### src/dhb_defs.svh
// Constants for the dual-mode host bus interface
`ifndef DHB_DEFS_SVH
`define DHB_DEFS_SVH
`define DHB_ROM_LO        20'hC0000
`define DHB_ROM_HI        20'hC7FFF
`define DHB_ROM_HOLE_LO   20'hC6000
`define DHB_ROM_HOLE_HI   20'hC67FF
`define DHB_PORT_ROMPAGE  16'h46E8
`define DHB_VGA_IO_LO     16'h03B0
`define DHB_VGA_IO_HI     16'h03DF
`define DHB_IRQ_EN_BIT    5
`define DHB_IRQ_CLR_BIT   4
`define DHB_ROM_EN_BIT    0
`define DHB_ROM_MAP_BIT   0
`define DHB_WAIT_CYCLES   4'h3
`define DHB_STROBE_CYCLES 4'h2
`endif

### src/dhb_pkg.sv
// Types for the dual-mode host bus interface
package dhb_pkg;
  typedef enum logic [1:0] {
    DHB_IDLE,
    DHB_WAIT,
    DHB_DONE
  } dhb_state_t;
endpackage : dhb_pkg

### src/dhb_sync.sv
// Two-flop synchroniser for a bundle of pin inputs
`timescale 1ns/1ps
`default_nettype none
module dhb_sync #(
  parameter int           W       = 1,
  parameter logic [W-1:0] RST_VAL = '1
) (
  // Clock and reset
  input  wire logic         i_clk,
  input  wire logic         i_nrst,
  // Data
  input  wire logic [W-1:0] i_d,
  output logic      [W-1:0] o_q
);
  logic [W-1:0] meta;
  // Reset value per bit, so a pin idling low wakes with no false edge
  for (genvar g = 0; g < W; g++) begin : g_bit
    always_ff @(posedge i_clk or negedge i_nrst) begin
      if (!i_nrst) begin
        meta[g] <= RST_VAL[g];
        o_q[g]  <= RST_VAL[g];
      end else begin
        meta[g] <= i_d[g];
        o_q[g]  <= meta[g];
      end
    end
  end
  initial begin
    if (W < 1) $error("dhb_sync width must be positive");
  end
endmodule : dhb_sync
`default_nettype wire

### src/dhb_host_if.sv
// Dual-mode host bus interface: decode, strobes, ready, ROM select, interrupt
`include "dhb_defs.svh"
`timescale 1ns/1ps
`default_nettype none
// How it works
// RULE_01: high address bits feed video memory address only, never I/O decode.
// RULE_02: SA0 and byte-high-enable both low give a 16-bit transfer, else byte.
// RULE_03: outside decode drives memory decode enable high to enable memory; in channel mode the code also needs I/O decode enable high.
// RULE_04: I/O decode enable is active low in AT, active high in channel mode.
// RULE_05: host drives ALE in AT mode, slot setup in channel mode.
// RULE_06: interrupt output only drives while enable bit 5 is set.
// RULE_07: interrupt is active high in AT mode, active low in channel mode.
// RULE_08: display end sets latched interrupt; writing clear bit 4 clears it.
// RULE_09: AT mode ROM select low for C0000-C7FFF when enable bit permits.
// RULE_10: ROM hole up to C67FF stays deselected unless map bit cleared.
// RULE_11: write to port 46E8 pulses ROM select as page register strobe.
// RULE_12: channel mode drives ROM select pin as card selected feedback.
// RULE_13: 16-bit acknowledge for video memory in AT, memory or I/O in channel.
// RULE_14: ready pulled low for wait states only on video memory cycles.
// RULE_15: buffer direction outputs low only during memory or I/O reads.
// RULE_16: variant may route CRT syncs onto the direction pins.
// RULE_17: memory read pin is read strobe in AT, memory/IO select in channel.
// RULE_18: memory write pin is write strobe in AT, status S0 in channel.
// RULE_19: channel CMD low marks address valid, rising edge ends the cycle.
// RULE_20: I/O read pin is read strobe in AT, status S1 in channel.
// RULE_21: bus mode is a strap caught at reset release; pins follow it.
module dhb_host_if #(
  parameter logic [3:0] WAIT_CYCLES = `DHB_WAIT_CYCLES
) (
  // Clock and reset
  input  wire logic        i_clk,
  input  wire logic        i_nrst,
  // Mode strap, high selects channel mode
  input  wire logic        i_channel_mode,
  // Host address and control pins
  input  wire logic [2:0]  i_la,
  input  wire logic [16:0] i_sa,
  input  wire logic        i_sbhe_n,
  input  wire logic        i_memory_decode_enable,
  input  wire logic        i_io_decode_enable,
  input  wire logic        i_ale_setup,
  input  wire logic        i_memr_mio,
  input  wire logic        i_memw_s0,
  input  wire logic        i_ior_s1,
  input  wire logic        i_iow_cmd,
  // Register bits from the CRT and paging registers
  input  wire logic [7:0]  i_vsync_end_reg,
  input  wire logic        i_vsync_end_wr,
  input  wire logic [7:0]  i_rom_enable_config_reg,
  input  wire logic [7:0]  i_rom_window_map_reg,
  // Display events and sync routing
  input  wire logic        i_display_end,
  input  wire logic        i_sync_on_dir,
  input  wire logic        i_crt_hsync,
  input  wire logic        i_crt_vsync,
  // Internal side
  output logic [19:0] o_vmem_addr,
  output logic        o_mem_cycle,
  output logic        o_io_cycle,
  output logic        o_wide,
  output logic        o_hi_byte,
  output logic        o_vga_io_hit,
  // Host response pins
  output logic        o_irq,
  output logic        o_irq_oe,
  output logic        o_bios_rom_select,
  output logic        o_cs16,
  output logic        o_ready,
  output logic        o_upper_byte_buffer_dir,
  output logic        o_lower_byte_buffer_dir
);
  logic        chan;
  logic        strap_taken;
  logic [25:0] pins_s;
  logic [2:0]  la_s;
  logic [16:0] sa_s;
  logic        sbhe_n_s, mde_s, ioe_s, ale_s, mio_s, s0_s, s1_s, cmd_s, disp_s;
  logic        disp_d;
  logic        mem_rd, mem_wr, io_rd, io_wr;
  logic        mem_en, io_en, mem_act, io_act;
  logic [19:0] full_addr;
  logic        rom_hit, rom_sel;
  logic        irq_flag;
  logic        io_wr_d;
  logic [3:0]  strobe_cnt;
  logic [3:0]  wait_cnt;
  logic        next_ready;
  dhb_pkg::dhb_state_t state;

  initial begin
    if (WAIT_CYCLES == 4'h0) $error("WAIT_CYCLES must be at least one");
  end

  // Pins cross into the clock domain; all idle high but display end, which idles low
  dhb_sync #(.W(26), .RST_VAL(26'h3FDFFFF)) u_sync_ctl (
    .i_clk     (i_clk),
    .i_nrst    (i_nrst),
    .i_d       ({i_sbhe_n, i_memory_decode_enable, i_io_decode_enable, i_ale_setup,
                 i_memr_mio, i_memw_s0, i_ior_s1, i_iow_cmd, i_display_end,
                 i_la, i_sa[13:0]}),
    .o_q       (pins_s)
  );
  logic [2:0] sa_hi_s;
  dhb_sync #(.W(3)) u_sync_sa (
    .i_clk     (i_clk),
    .i_nrst    (i_nrst),
    .i_d       (i_sa[16:14]),
    .o_q       (sa_hi_s)
  );
  assign {sbhe_n_s, mde_s, ioe_s, ale_s, mio_s, s0_s, s1_s, cmd_s, disp_s} = pins_s[25:17];
  assign la_s = pins_s[16:14];
  assign sa_s = {sa_hi_s, pins_s[13:0]};

  // RULE_21 strap capture
  always_ff @(posedge i_clk or negedge i_nrst) begin
    if (!i_nrst) begin
      chan        <= 1'b0;
      strap_taken <= 1'b0;
    end else if (!strap_taken) begin
      chan        <= i_channel_mode;
      strap_taken <= 1'b1;
    end
  end

  // RULE_17 RULE_18 RULE_19 RULE_20 pin meaning per mode
  always_comb begin
    if (chan) begin
      mem_rd = !cmd_s && mio_s && s0_s && !s1_s;
      mem_wr = !cmd_s && mio_s && !s0_s && s1_s;
      io_rd  = !cmd_s && !mio_s && s0_s && !s1_s;
      io_wr  = !cmd_s && !mio_s && !s0_s && s1_s;
    end else begin
      mem_rd = !mio_s;
      mem_wr = !s0_s;
      io_rd  = !s1_s;
      io_wr  = !cmd_s;
    end
  end

  // RULE_03 RULE_04 decode enables
  assign mem_en  = chan ? (mde_s && ioe_s) : mde_s;
  assign io_en   = chan ? ioe_s : !ioe_s;
  assign mem_act = mem_en && (mem_rd || mem_wr);
  assign io_act  = io_en && (io_rd || io_wr);

  // RULE_01 high bits only in memory address
  assign full_addr    = {la_s, sa_s};
  assign o_vmem_addr  = full_addr;
  assign o_vga_io_hit = io_act && (sa_s[15:0] >= `DHB_VGA_IO_LO)
                        && (sa_s[15:0] <= `DHB_VGA_IO_HI);
  assign o_mem_cycle  = mem_act;
  assign o_io_cycle   = io_act;

  // RULE_02 transfer width and lane
  assign o_wide    = !sa_s[0] && !sbhe_n_s;
  assign o_hi_byte = sa_s[0] && !sbhe_n_s;

  // RULE_09 RULE_10 ROM window
  // Map bit can only narrow the window, never widen it
  assign rom_hit = (full_addr >= `DHB_ROM_LO) && (full_addr <= `DHB_ROM_HI)
                   && i_rom_enable_config_reg[`DHB_ROM_EN_BIT]
                   && !(full_addr >= `DHB_ROM_HOLE_LO && full_addr <= `DHB_ROM_HOLE_HI
                        && i_rom_window_map_reg[`DHB_ROM_MAP_BIT]);

  // RULE_11 page register strobe on write to 46E8
  always_ff @(posedge i_clk or negedge i_nrst) begin
    if (!i_nrst) begin
      io_wr_d    <= 1'b0;
      strobe_cnt <= 4'h0;
    end else begin
      // Edge of the decoded write, so a long strobe gives one pulse only
      io_wr_d <= io_wr && io_en && (sa_s[15:0] == `DHB_PORT_ROMPAGE);
      if (io_wr && io_en && (sa_s[15:0] == `DHB_PORT_ROMPAGE) && !io_wr_d)
        strobe_cnt <= `DHB_STROBE_CYCLES;
      else if (strobe_cnt != 4'h0)
        strobe_cnt <= strobe_cnt - 4'h1;
    end
  end

  // RULE_12 card feedback in channel mode
  always_ff @(posedge i_clk or negedge i_nrst) begin
    if (!i_nrst) begin
      rom_sel <= 1'b1;
    end else if (chan) begin
      rom_sel <= !(mem_en && !cmd_s && (mem_rd || mem_wr || io_act));
    end else begin
      rom_sel <= !((rom_hit && mem_rd && mem_en) || strobe_cnt != 4'h0);
    end
  end
  assign o_bios_rom_select = rom_sel;

  // RULE_13 16-bit acknowledge
  always_ff @(posedge i_clk or negedge i_nrst) begin
    if (!i_nrst) begin
      o_cs16 <= 1'b1;
    end else if (chan) begin
      o_cs16 <= !((mem_act && !rom_hit) || io_act);
    end else begin
      o_cs16 <= !(mem_en && !rom_hit && (mem_rd || mem_wr));
    end
  end

  // RULE_14 wait states for video memory only
  always_ff @(posedge i_clk or negedge i_nrst) begin
    if (!i_nrst) begin
      state    <= dhb_pkg::DHB_IDLE;
      wait_cnt <= 4'h0;
    end else begin
      unique case (state)
        dhb_pkg::DHB_IDLE: begin
          if (mem_act && !rom_hit) begin
            state    <= dhb_pkg::DHB_WAIT;
            wait_cnt <= WAIT_CYCLES;
          end
        end
        dhb_pkg::DHB_WAIT: begin
          if (wait_cnt == 4'h1) state <= dhb_pkg::DHB_DONE;
          wait_cnt <= wait_cnt - 4'h1;
        end
        dhb_pkg::DHB_DONE: begin
          if (!mem_act) state <= dhb_pkg::DHB_IDLE;
        end
        default: state <= dhb_pkg::DHB_IDLE;
      endcase
    end
  end
  // Ready drops in the first decoded cycle; a registered ready would come late
  assign next_ready = !((state == dhb_pkg::DHB_IDLE && mem_act && !rom_hit)
                        || state == dhb_pkg::DHB_WAIT);
  assign o_ready = next_ready;

  // RULE_15 RULE_16 buffer direction or CRT syncs
  always_ff @(posedge i_clk or negedge i_nrst) begin
    if (!i_nrst) begin
      o_upper_byte_buffer_dir <= 1'b1;
      o_lower_byte_buffer_dir <= 1'b1;
    end else if (i_sync_on_dir) begin
      o_upper_byte_buffer_dir <= i_crt_hsync;
      o_lower_byte_buffer_dir <= i_crt_vsync;
    end else begin
      o_upper_byte_buffer_dir <= !((mem_rd && mem_en) || (io_rd && io_en));
      o_lower_byte_buffer_dir <= !((mem_rd && mem_en) || (io_rd && io_en));
    end
  end

  // RULE_08 latched display-end interrupt, set wins over clear
  always_ff @(posedge i_clk or negedge i_nrst) begin
    if (!i_nrst) begin
      disp_d   <= 1'b0;
      irq_flag <= 1'b0;
    end else begin
      disp_d <= disp_s;
      if (disp_s && !disp_d)
        irq_flag <= 1'b1;
      else if (i_vsync_end_wr && !i_vsync_end_reg[`DHB_IRQ_CLR_BIT])
        irq_flag <= 1'b0;
    end
  end

  // RULE_06 RULE_07 enable and polarity
  assign o_irq_oe = i_vsync_end_reg[`DHB_IRQ_EN_BIT];
  assign o_irq    = chan ? !irq_flag : irq_flag;

  irq_en_a: assert property (@(posedge i_clk) disable iff (!i_nrst) // RULE_06
    !i_vsync_end_reg[`DHB_IRQ_EN_BIT] |-> !o_irq_oe)
    else $error("interrupt driven while disabled");
  irq_pol_a: assert property (@(posedge i_clk) disable iff (!i_nrst) // RULE_07
    o_irq == (chan ^ irq_flag))
    else $error("interrupt polarity wrong");
  irq_set_a: assert property (@(posedge i_clk) disable iff (!i_nrst) // RULE_08
    (disp_s && !disp_d) |=> irq_flag)
    else $error("display end did not latch interrupt");
  ready_io_a: assert property (@(posedge i_clk) disable iff (!i_nrst) // RULE_14
    (state == dhb_pkg::DHB_IDLE && !mem_act) |-> o_ready)
    else $error("wait inserted outside memory cycle");
  ready_len_a: assert property (@(posedge i_clk) disable iff (!i_nrst) // RULE_14
    $rose(state == dhb_pkg::DHB_WAIT) |-> ##3 state != dhb_pkg::DHB_WAIT)
    else $error("wait length wrong");
  dir_idle_a: assert property (@(posedge i_clk) disable iff (!i_nrst) // RULE_15
    (!i_sync_on_dir && !mem_rd && !io_rd) |=> o_lower_byte_buffer_dir || i_sync_on_dir)
    else $error("direction low outside read");
  strap_a: assert property (@(posedge i_clk) disable iff (!i_nrst) // RULE_21
    strap_taken |=> $stable(chan))
    else $error("mode changed after reset");
  wide_a: assert property (@(posedge i_clk) disable iff (!i_nrst) // RULE_02
    o_wide |-> !o_hi_byte)
    else $error("wide and high byte together");

  // RULE_13 no ack on ROM
  cs16_rom_a: assert property (@(posedge i_clk) disable iff (!i_nrst) // RULE_13
    (!chan && rom_hit) |=> o_cs16)
    else $error("16-bit acknowledge on ROM access");
  // RULE_13 ack on video read
  cs16_mem_a: assert property (@(posedge i_clk) disable iff (!i_nrst) // RULE_13
    (!chan && mem_en && !rom_hit && mem_rd) |=> !o_cs16)
    else $error("16-bit acknowledge missing on video memory");
  // RULE_14 no wait on ROM
  ready_rom_a: assert property (@(posedge i_clk) disable iff (!i_nrst) // RULE_14
    (state == dhb_pkg::DHB_IDLE && rom_hit) |-> o_ready)
    else $error("wait inserted on ROM access");
  // RULE_14 wait on video memory
  ready_wait_a: assert property (@(posedge i_clk) disable iff (!i_nrst) // RULE_14
    (state == dhb_pkg::DHB_IDLE && mem_act && !rom_hit) |-> !o_ready)
    else $error("no wait on video memory cycle");
  // RULE_15 direction low in reads
  dir_read_a: assert property (@(posedge i_clk) disable iff (!i_nrst) // RULE_15
    (!i_sync_on_dir && ((mem_rd && mem_en) || (io_rd && io_en)))
    |=> (!o_upper_byte_buffer_dir && !o_lower_byte_buffer_dir))
    else $error("direction not low during read");
  // RULE_16 syncs on direction pins
  dir_sync_a: assert property (@(posedge i_clk) disable iff (!i_nrst) // RULE_16
    i_sync_on_dir |=> ((o_upper_byte_buffer_dir == $past(i_crt_hsync))
                       && (o_lower_byte_buffer_dir == $past(i_crt_vsync))))
    else $error("syncs not routed to direction pins");
  // RULE_11 strobe length
  strobe_len_a: assert property (@(posedge i_clk) disable iff (!i_nrst) // RULE_11
    $rose(strobe_cnt != 4'h0) |-> ##2 (strobe_cnt == 4'h0))
    else $error("page strobe length wrong");
  // RULE_11 strobe on pin
  strobe_pin_a: assert property (@(posedge i_clk) disable iff (!i_nrst) // RULE_11
    (!chan && strobe_cnt != 4'h0) |=> !o_bios_rom_select)
    else $error("page strobe missing on ROM select");
  // RULE_09 ROM enable bit
  rom_off_a: assert property (@(posedge i_clk) disable iff (!i_nrst) // RULE_09
    !i_rom_enable_config_reg[`DHB_ROM_EN_BIT] |-> !rom_hit)
    else $error("ROM hit while ROM disabled");
  // RULE_10 hole kept out
  rom_hole_a: assert property (@(posedge i_clk) disable iff (!i_nrst) // RULE_10
    (i_rom_window_map_reg[`DHB_ROM_MAP_BIT] && (full_addr >= `DHB_ROM_HOLE_LO)
     && (full_addr <= `DHB_ROM_HOLE_HI)) |-> !rom_hit)
    else $error("ROM hit inside unmapped hole");
  // RULE_12 card feedback given
  chan_fb_a: assert property (@(posedge i_clk) disable iff (!i_nrst) // RULE_12
    (chan && mem_act) |=> !o_bios_rom_select)
    else $error("no card feedback in channel mode");
  // RULE_08 clear by write
  irq_clr_a: assert property (@(posedge i_clk) disable iff (!i_nrst) // RULE_08
    (i_vsync_end_wr && !i_vsync_end_reg[`DHB_IRQ_CLR_BIT] && !(disp_s && !disp_d))
    |=> !irq_flag)
    else $error("interrupt not cleared by write");
  // RULE_08 flag stays latched
  irq_hold_a: assert property (@(posedge i_clk) disable iff (!i_nrst) // RULE_08
    (irq_flag && !i_vsync_end_wr) |=> irq_flag)
    else $error("interrupt dropped without clear");
  cv_irq: cover property (@(posedge i_clk) disable iff (!i_nrst) $rose(irq_flag));
  cv_setup: cover property (@(posedge i_clk) disable iff (!i_nrst) chan && !ale_s);
  cv_feedback: cover property (@(posedge i_clk) disable iff (!i_nrst) chan && !o_bios_rom_select);
  cv_wait: cover property (@(posedge i_clk) disable iff (!i_nrst) $fell(o_ready));
  cv_strobe: cover property (@(posedge i_clk) disable iff (!i_nrst) strobe_cnt != 4'h0);
endmodule : dhb_host_if
`default_nettype wire

### config.mk
export PLATFORM = sky130hd
export DESIGN_NAME = dhb_host_if
export DESIGN_NICKNAME = d
export VERILOG_FILES = /design/src/dhb_pkg.sv /design/src/dhb_sync.sv /design/src/dhb_host_if.sv
export VERILOG_INCLUDE_DIRS = /design/src /design/src/src
export SDC_FILE = /design/constraint.sdc
export NUM_CORES = 1
export LEC_CHECK = 0
export ABC_AREA = 1
export BUFFER_PORTS_ARGS = -buffer_cell sky130_fd_sc_hd__buf_4
export CAP_MARGIN = 25
export CORE_UTILIZATION = 40
export CTS_CLUSTER_DIAMETER = 150
export CTS_CLUSTER_SIZE = 16
export DETAILED_ROUTE_END_ITERATION = 7
export PLACE_DENSITY = 0.73
export SLEW_MARGIN = 15
export SYNTH_ARGS = -nofsm -noshare
export SYNTH_HDL_FRONTEND = slang
export SYNTH_SLANG_ARGS = --single-unit
### constraint.sdc
create_clock -name i_clk -period 2.5 [get_ports i_clk]
set_input_delay 0.375 -clock i_clk [delete_from_list [all_inputs] [get_ports i_clk]]
set_output_delay 0.375 -clock i_clk [all_outputs]
set_load 0.02 [all_outputs]
==> run summary, run 1 <==
• **worst slew margin relative to its limit** 42.3%
• **worst setup skew after layout** 0.00637 ns
• **minimum setup slack among reg-to-reg paths** 1.04 ns
• **maximum capacitance violations** 0
• **P per Cell Area** 826 nW/µm²
• **HPWL Detailed** 3.32 mm
• **total die area** 7510 µm²
• **run status** finished clean
• **Worst VDD drop** 378 µV
• **leading cell type in the layout, fill and taps excluded** sky130_fd_sc_hd__buf_4
• **largest fanout on the critical path** 9
• **post-CTS resize count** 0
• **global-route met2 utilization** 22.2%
• **path category of the worst min-delay check** primary input to flop
• **remaining global-route overflow** 0
• **initial antenna violation count** 0
• **YS warnings** 0
• **final wirelength** 4.55 mm
• **Buf+Inv Stages, Crit Path** 2
• **count of fill cells added during filler insertion** 589
• **proportion of synthesized chip area in sequential cells** 68.0%
• **final number of max-transition violations** 0
• **data arrival time at the worst-slack endpoint** 1.75 ns
• **Most common cell on crit path** sky130_fd_sc_hd__nand2_4
• **CP Launch Type** flop
• **launching element of the worst setup path** chan
• **synthesized area divided by synthesized cell count** 11.8 µm²
• **DRC violations left** 0
• **number of buffer cells added on primary ports** 68
• **last weighted congestion value of the routability-driven placer** 0.749
• **number of setup buffers added after CTS** 0
• **Net count, final** 365
• **drt initial violations** 70
• **final antenna-violating net count** 0
• **number of diodes added for antenna fixing** 0
• **Worst setup EP type** output port
• **layout cells sized above 1** 53.1%
• **Syn Std Cell Area** 2870 µm²
• **global router's overall resource usage** 14.0%
• **Distinct cells, synth** 31
• **number of placed I/O pins** 92
• **number of buffers inserted during clock tree synthesis** 9
• **standby leakage power** 0.00168 µW
• **end of the worst register-to-register path** strobe_cnt[1]
• **first-pass GRT wire length** 7.67 mm
• **fraction of the cycle the final worst path needs** 85.2%
• **slowest cell on the critical path** sky130_fd_sc_hd__dfrtp_1
• **area of the core region** 6870 µm²
• **final-report setup violation count** 0
• **Global Route met3 Usage** 4.86%
• **RSZ-0062 raised after global routing** false
• **number of hold buffers added after CTS** 0
• **number of stages on the worst hold path** 1
• **vias per std cell** 4.27
• **Most Crowded Layer GR** met2
• **vias in the first global route** 1,762
• **peak per-stage delay on the critical path** 0.63 ns
• **final cell area excluding filler cells** 3540 µm²
• **Hold Crit Endpoint** u_sync_ctl.meta[13]
• **GRT met1 Usage** 16.2%
• **maximum number of pins on one net before global-route repair** 76
• **Synthesized Nets** 305
• **CTS clock-pin slew for the worst setup and hold paths** 0.08 ns
• **Crit Reg-Reg Startpoint** strobe_cnt[0]
• **insertion delay to the later sink of the worst-skew pair** 0.34 ns
• **effective utilization at floorplan** 41.7%
• **buffer levels on the longest clock path** 2
• **clock root buffer** sky130_fd_sc_hd__clkbuf_8
• **cell family with most CP delay** flip-flops
• **Die H** 86.6 µm
• **hold violation total from the final report** 0
• **CTS sink count** 75
• **Seq cells post-synth** 75
• **Register-to-Register Path Depth** 6
• **number of vias in the routed layout** 1,722
• **setup total negative slack** 0 ns
• **DR WL/cell** 11.3 µm
• **Hold Startpoint** i_sa[13]
• **cell count after synthesis** 242
• **most frequent cells in the layout** sky130_fd_sc_hd__buf_4, sky130_fd_sc_hd__dfstp_2, sky130_fd_sc_hd__inv_1, sky130_fd_sc_hd__nand2_1, sky130_fd_sc_hd__nor2_1
• **TritonCTS clock tree** yes
• **maximum operating frequency** 470 MHz
• **required time worst endpoint** 2.12 ns
• **transition time at the pin with the least slew margin** 0.866 ns
• **placement-stage cell area** 3350 µm²
• **final core area utilization** 51.5%
• **Area Growth Syn to Fin** 23.4%
• **type of the worst setup path** flop to output port
• **std cell rows** 30
• **width of the die** 86.6 µm
• **post-layout minimum cycle time** 2.13 ns
• **CP cell instances** nor2_1 -> nor2_2 -> nand2_4 -> nand3_4 -> nand2_4 -> inv_1 -> buf_4
• **H-tree depth reported by CTS** 3
• **detailed-routing iteration count for the pre-antenna-repair pass** 4
==> per-stage QoR <==
stage               cells  total power (µW)  worst slack (ns)  hold WS (ns)
finish                403              2920             0.371         0.131
global route          403              3120             0.227         0.106
CTS                   403              2960             0.336         0.111
detailed placement    387              2100             0.721         0.339
global placement      387              2060             0.733         0.336
floorplan             242              1910             0.717        0.0794
==> cell families (layout without fill, tap and decap cells) <==
group	Yosys count	count (layout)	synth area share (%)
multiplexers	1	1	0.393
AO/OA/AOI/OAI	13	13	2.79
XOR/XNOR	4	4	1.49
buffers and inverters	55	120	10.0
AND/OR/NAND/NOR	90	90	15.9
flip-flops	75	75	68.0
adder cells (fa/ha/maj)	3	3	1.31
other	1	1	0.131
==> worst reg2reg max path, delay by kind of cell (launching register included) <==
| family | cells | cell delay (ns) |
|---|---|---|
| multiplexers | 1 | 0.37 |
| AND/OR/NAND/NOR | 3 | 0.37 |
| buffers and inverters | 1 | 0.10 |
| flip-flops | 1 | 0.36 |
| adder cells (fa/ha/maj) | 1 | 0.19 |
==> registers in the layout, summed over array words and instances (netlist names) <==
| name | flops |
|---|---|
| state | 2 |
| o_lower_byte_buffer_dir | 1 |
| strap_taken | 1 |
| disp_d | 1 |
| wait_cnt | 4 |
| chan | 1 |
| strobe_cnt | 4 |
| u_sync_ctl.o_q | 25 |
| u_sync_sa.meta | 3 |
| u_sync_sa.o_q | 3 |
| io_wr_d | 1 |
| u_sync_ctl.meta | 25 |
| o_cs16 | 1 |
| o_bios_rom_select | 1 |
| irq_flag | 1 |
| o_upper_byte_buffer_dir | 1 |
==> where the power goes <==
part	leakage [µW]	switching, µW	internal (µW)
combinational	0.000773	345	254
clock	0.0000855	452	395
sequential	0.000817	83.4	1390
total	0.00168	880	2040
==> worst max-delay path by stage <==
stage | end | slack [ns] | cells past startpoint
6_report | o_ready | 0.37 | 7
5_1_grt | o_ready | 0.23 | 7
4_1_cts | o_ready | 0.34 | 7
3_5_place_dp | o_ready | 0.72 | 7
3_3_place_gp | o_ready | 0.73 | 7
2_1_floorplan | o_vga_io_hit | 0.72 | 8
==> synthesized netlist by cell type, drive strengths merged <==
cell,n,area share (%)
dfstp,58,53
nand2,37,5.7
inv,36,4.9
nor2,27,4.1
buf,19,5.1
dfrtp,17,15
nand3,16,3.9
a21oi,6,1.4
o21ai,5,0.87
nand4,4,0.87
ha,3,1.3
nor3,3,0.52
xor2,3,0.92
nor4,2,0.44
a31oi,1,0.22
conb,1,0.13
mux2,1,0.39
o31ai,1,0.26
or2,1,0.22
xnor2,1,0.57
==> per-layer routing <==
layer / up-vias / wire, µm
li1: 853 / -
met1: 810 / 1910
met2: 48 / 2220
met3: 11 / 308
met4: 0 / 115
met5: - / 0
==> layout make-up <==
type	count	area, µm²	share of cell area, %
tap	96	120	3.40
clock inverter	6	48.8	1.38
clock buffer	10	138	3.89
multi-input combinational	112	629	17.8
timing repair buffer	68	510	14.4
sequential	75	1950	55.1
inverter	36	140	3.96
Power figures use the tool's default switching activity.
==> inputs of run 2 (changes only) <==
--- a/config.mk
+++ b/config.mk
@@ -9,11 +9,13 @@
 export ABC_AREA = 1
 export BUFFER_PORTS_ARGS = -buffer_cell sky130_fd_sc_hd__buf_4
 export CAP_MARGIN = 25
+export CORE_ASPECT_RATIO = 0.8
 export CORE_UTILIZATION = 40
 export CTS_CLUSTER_DIAMETER = 150
 export CTS_CLUSTER_SIZE = 16
 export DETAILED_ROUTE_END_ITERATION = 7
 export PLACE_DENSITY = 0.73
+export SKIP_CTS_REPAIR_TIMING = 1
 export SLEW_MARGIN = 15
 export SYNTH_ARGS = -nofsm -noshare
 export SYNTH_HDL_FRONTEND = slang
==> run 2 against run 1 <==
Compared with the run above:
- setup slack worse by 0.032 ns
- final area decreased by 0.74%
- combinational power hardly changed
- critical path type unchanged
- largest power group unchanged
- largest cell class unchanged
- critical path depth rose by 2
- via count is 0.12% higher
==> run summary, run 2 (synthesized netlist as in run 1, its figures left out) <==
• **minimum setup slack among reg-to-reg paths** 0.99 ns
• **P per Cell Area** 819 nW/µm²
• **worst slew margin relative to its limit** 42.2%
• **RSZ-0062 raised after global routing** false
• **detailed-routing iteration count for the pre-antenna-repair pass** 4
• **drt initial violations** 64
• **Storage cell area** 1950 µm²
• **hold violation total from the final report** 0
• **number of buffers inserted during clock tree synthesis** 9
• **global-route met2 utilization** 19.8%
• **DR WL/cell** 11.2 µm
• **Die H** 77.7 µm
• **insertion delay to the later sink of the worst-skew pair** 0.34 ns
• **worst setup skew after layout** 0.00754 ns
• **last weighted congestion value of the routability-driven placer** 0.759
• **final number of max-transition violations** 0
• **CTS sink count** 75
• **layout cells sized above 1** 52.9%
• **HPWL Detailed** 3.21 mm
• **Global Route met3 Usage** 7.03%
• **vias per std cell** 4.39
• **area of the core region** 6890 µm²
• **transition time at the pin with the least slew margin** 0.867 ns
• **required time worst endpoint** 2.12 ns
• **remaining global-route overflow** 0
• **leading cell type in the layout, fill and taps excluded** sky130_fd_sc_hd__buf_4
• **Net count, final** 365
• **Most Crowded Layer GR** met2
• **initial antenna violation count** 0
• **final wirelength** 4.41 mm
• **largest fanout on the critical path** 5
• **Area Growth Syn to Fin** 22.5%
• **TritonCTS clock tree** yes
• **Worst setup EP type** output port
• **Register-to-Register Path Depth** 6
• **setup total negative slack** 0 ns
• **CTS clock-pin slew for the worst setup and hold paths** 0.08 ns
• **slowest cell on the critical path** sky130_fd_sc_hd__dfstp_2
• **end of the worst register-to-register path** strobe_cnt[1]
• **final antenna-violating net count** 0
• **effective utilization at floorplan** 41.6%
• **Crit Reg-Reg Startpoint** strobe_cnt[0]
• **maximum operating frequency** 463 MHz
• **number of buffer cells added on primary ports** 68
• **Placement Setup Slack** 0.695 ns
• **CP Launch Type** flop
• **peak per-stage delay on the critical path** 0.53 ns
• **CP cell instances** inv_1 -> nor2_1 -> nand3_1 -> nor2_1 -> nor2_4 -> nand3_4 -> nand2_4 -> inv_1 -> buf_4
• **first-pass GRT wire length** 7.54 mm
• **Worst VDD drop** 482 µV
• **total die area** 7510 µm²
• **width of the die** 96.6 µm
• **global router's overall resource usage** 13.1%
• **number of vias in the routed layout** 1,724
• **H-tree depth reported by CTS** 3
• **maximum capacitance violations** 0
• **data arrival time at the worst-slack endpoint** 1.79 ns
• **standby leakage power** 0.00167 µW
• **clock root buffer** sky130_fd_sc_hd__clkbuf_8
• **maximum number of pins on one net before global-route repair** 76
• **type of the worst setup path** flop to output port
• **vias in the first global route** 1,740
• **fraction of the cycle the final worst path needs** 86.5%
• **run status** finished clean
• **launching element of the worst setup path** u_sync_ctl.o_q[16]
• **DRC violations left** 0
• **most frequent cells in the layout** sky130_fd_sc_hd__buf_4, sky130_fd_sc_hd__dfstp_2, sky130_fd_sc_hd__inv_1, sky130_fd_sc_hd__nand2_1, sky130_fd_sc_hd__nor2_1
• **post-layout minimum cycle time** 2.16 ns
• **buffer levels on the longest clock path** 2
• **post-layout worst setup margin** 0.338 ns
• **area taken by multi-input logic gates** 629 µm²
• **path category of the worst min-delay check** primary input to flop
• **largest registers** u_sync_ctl.meta: 25 flops, u_sync_ctl.o_q: 25 flops
• **count of fill cells added during filler insertion** 637
• **std cell rows** 27
• **final-report setup violation count** 0
• **end point of the critical path** o_ready
• **number of placed I/O pins** 92
• **number of diodes added for antenna fixing** 0
• **GRT met1 Usage** 15.5%
run 2: stage by stage:
stage               instances  total power [µW]  util, %  area (µm²)  hold WS, ns
floorplan                 242              1910        -        2870       0.0794
global placement          378              2060     48.4        3340        0.333
detailed placement        378              2100     48.4        3340        0.343
CTS                       393              2920     50.9        3510        0.115
global route              393              3070     50.9        3510        0.106
finish                    393              2880     50.9        3510        0.135
run 2: how the worst min path moves through the flow:
| stage | start | to | depth (start not counted) | slack [ns] |
|---|---|---|---|---|
| 5_1_grt | i_sa[9] | u_sync_ctl.meta[9] | 1 | 0.11 |
| 3_5_place_dp | u_sync_ctl.meta[17] | u_sync_ctl.o_q[17] | 0 | 0.34 |
| 2_1_floorplan | i_nrst | chan | 0 | 0.08 |
| 3_3_place_gp | u_sync_ctl.meta[17] | u_sync_ctl.o_q[17] | 0 | 0.33 |
| 6_report | i_sa[7] | u_sync_ctl.meta[7] | 1 | 0.13 |
| 4_1_cts | i_sa[7] | u_sync_ctl.meta[7] | 1 | 0.11 |
run 2: where the power goes:
part | internal [µW] | switching, µW | total, µW
Combinational | 255 | 347 | 602
Clock | 363 | 440 | 803
Sequential | 1390 | 81.4 | 1470
run 2: routing by layer:
layer	vias to the layer above	part of all wire [%]
li1	845	-
met1	814	42
met2	61	48
met3	4	9.7
met4	0	0.66
met5	-	0
run 2: cell type report:
type	count	share of cell area, %
clock inverter	6	1.35
timing repair buffer	68	14.5
tap	87	3.10
inverter	36	3.99
multi-input combinational	112	17.9
clock buffer	9	3.53
sequential	75	55.5
run 2: critical path: cells and delay by family, from the launching register on:
family	cells	cell delay, ns
flops	1	0.53
buf+inv	3	0.21
simple gates	6	0.70
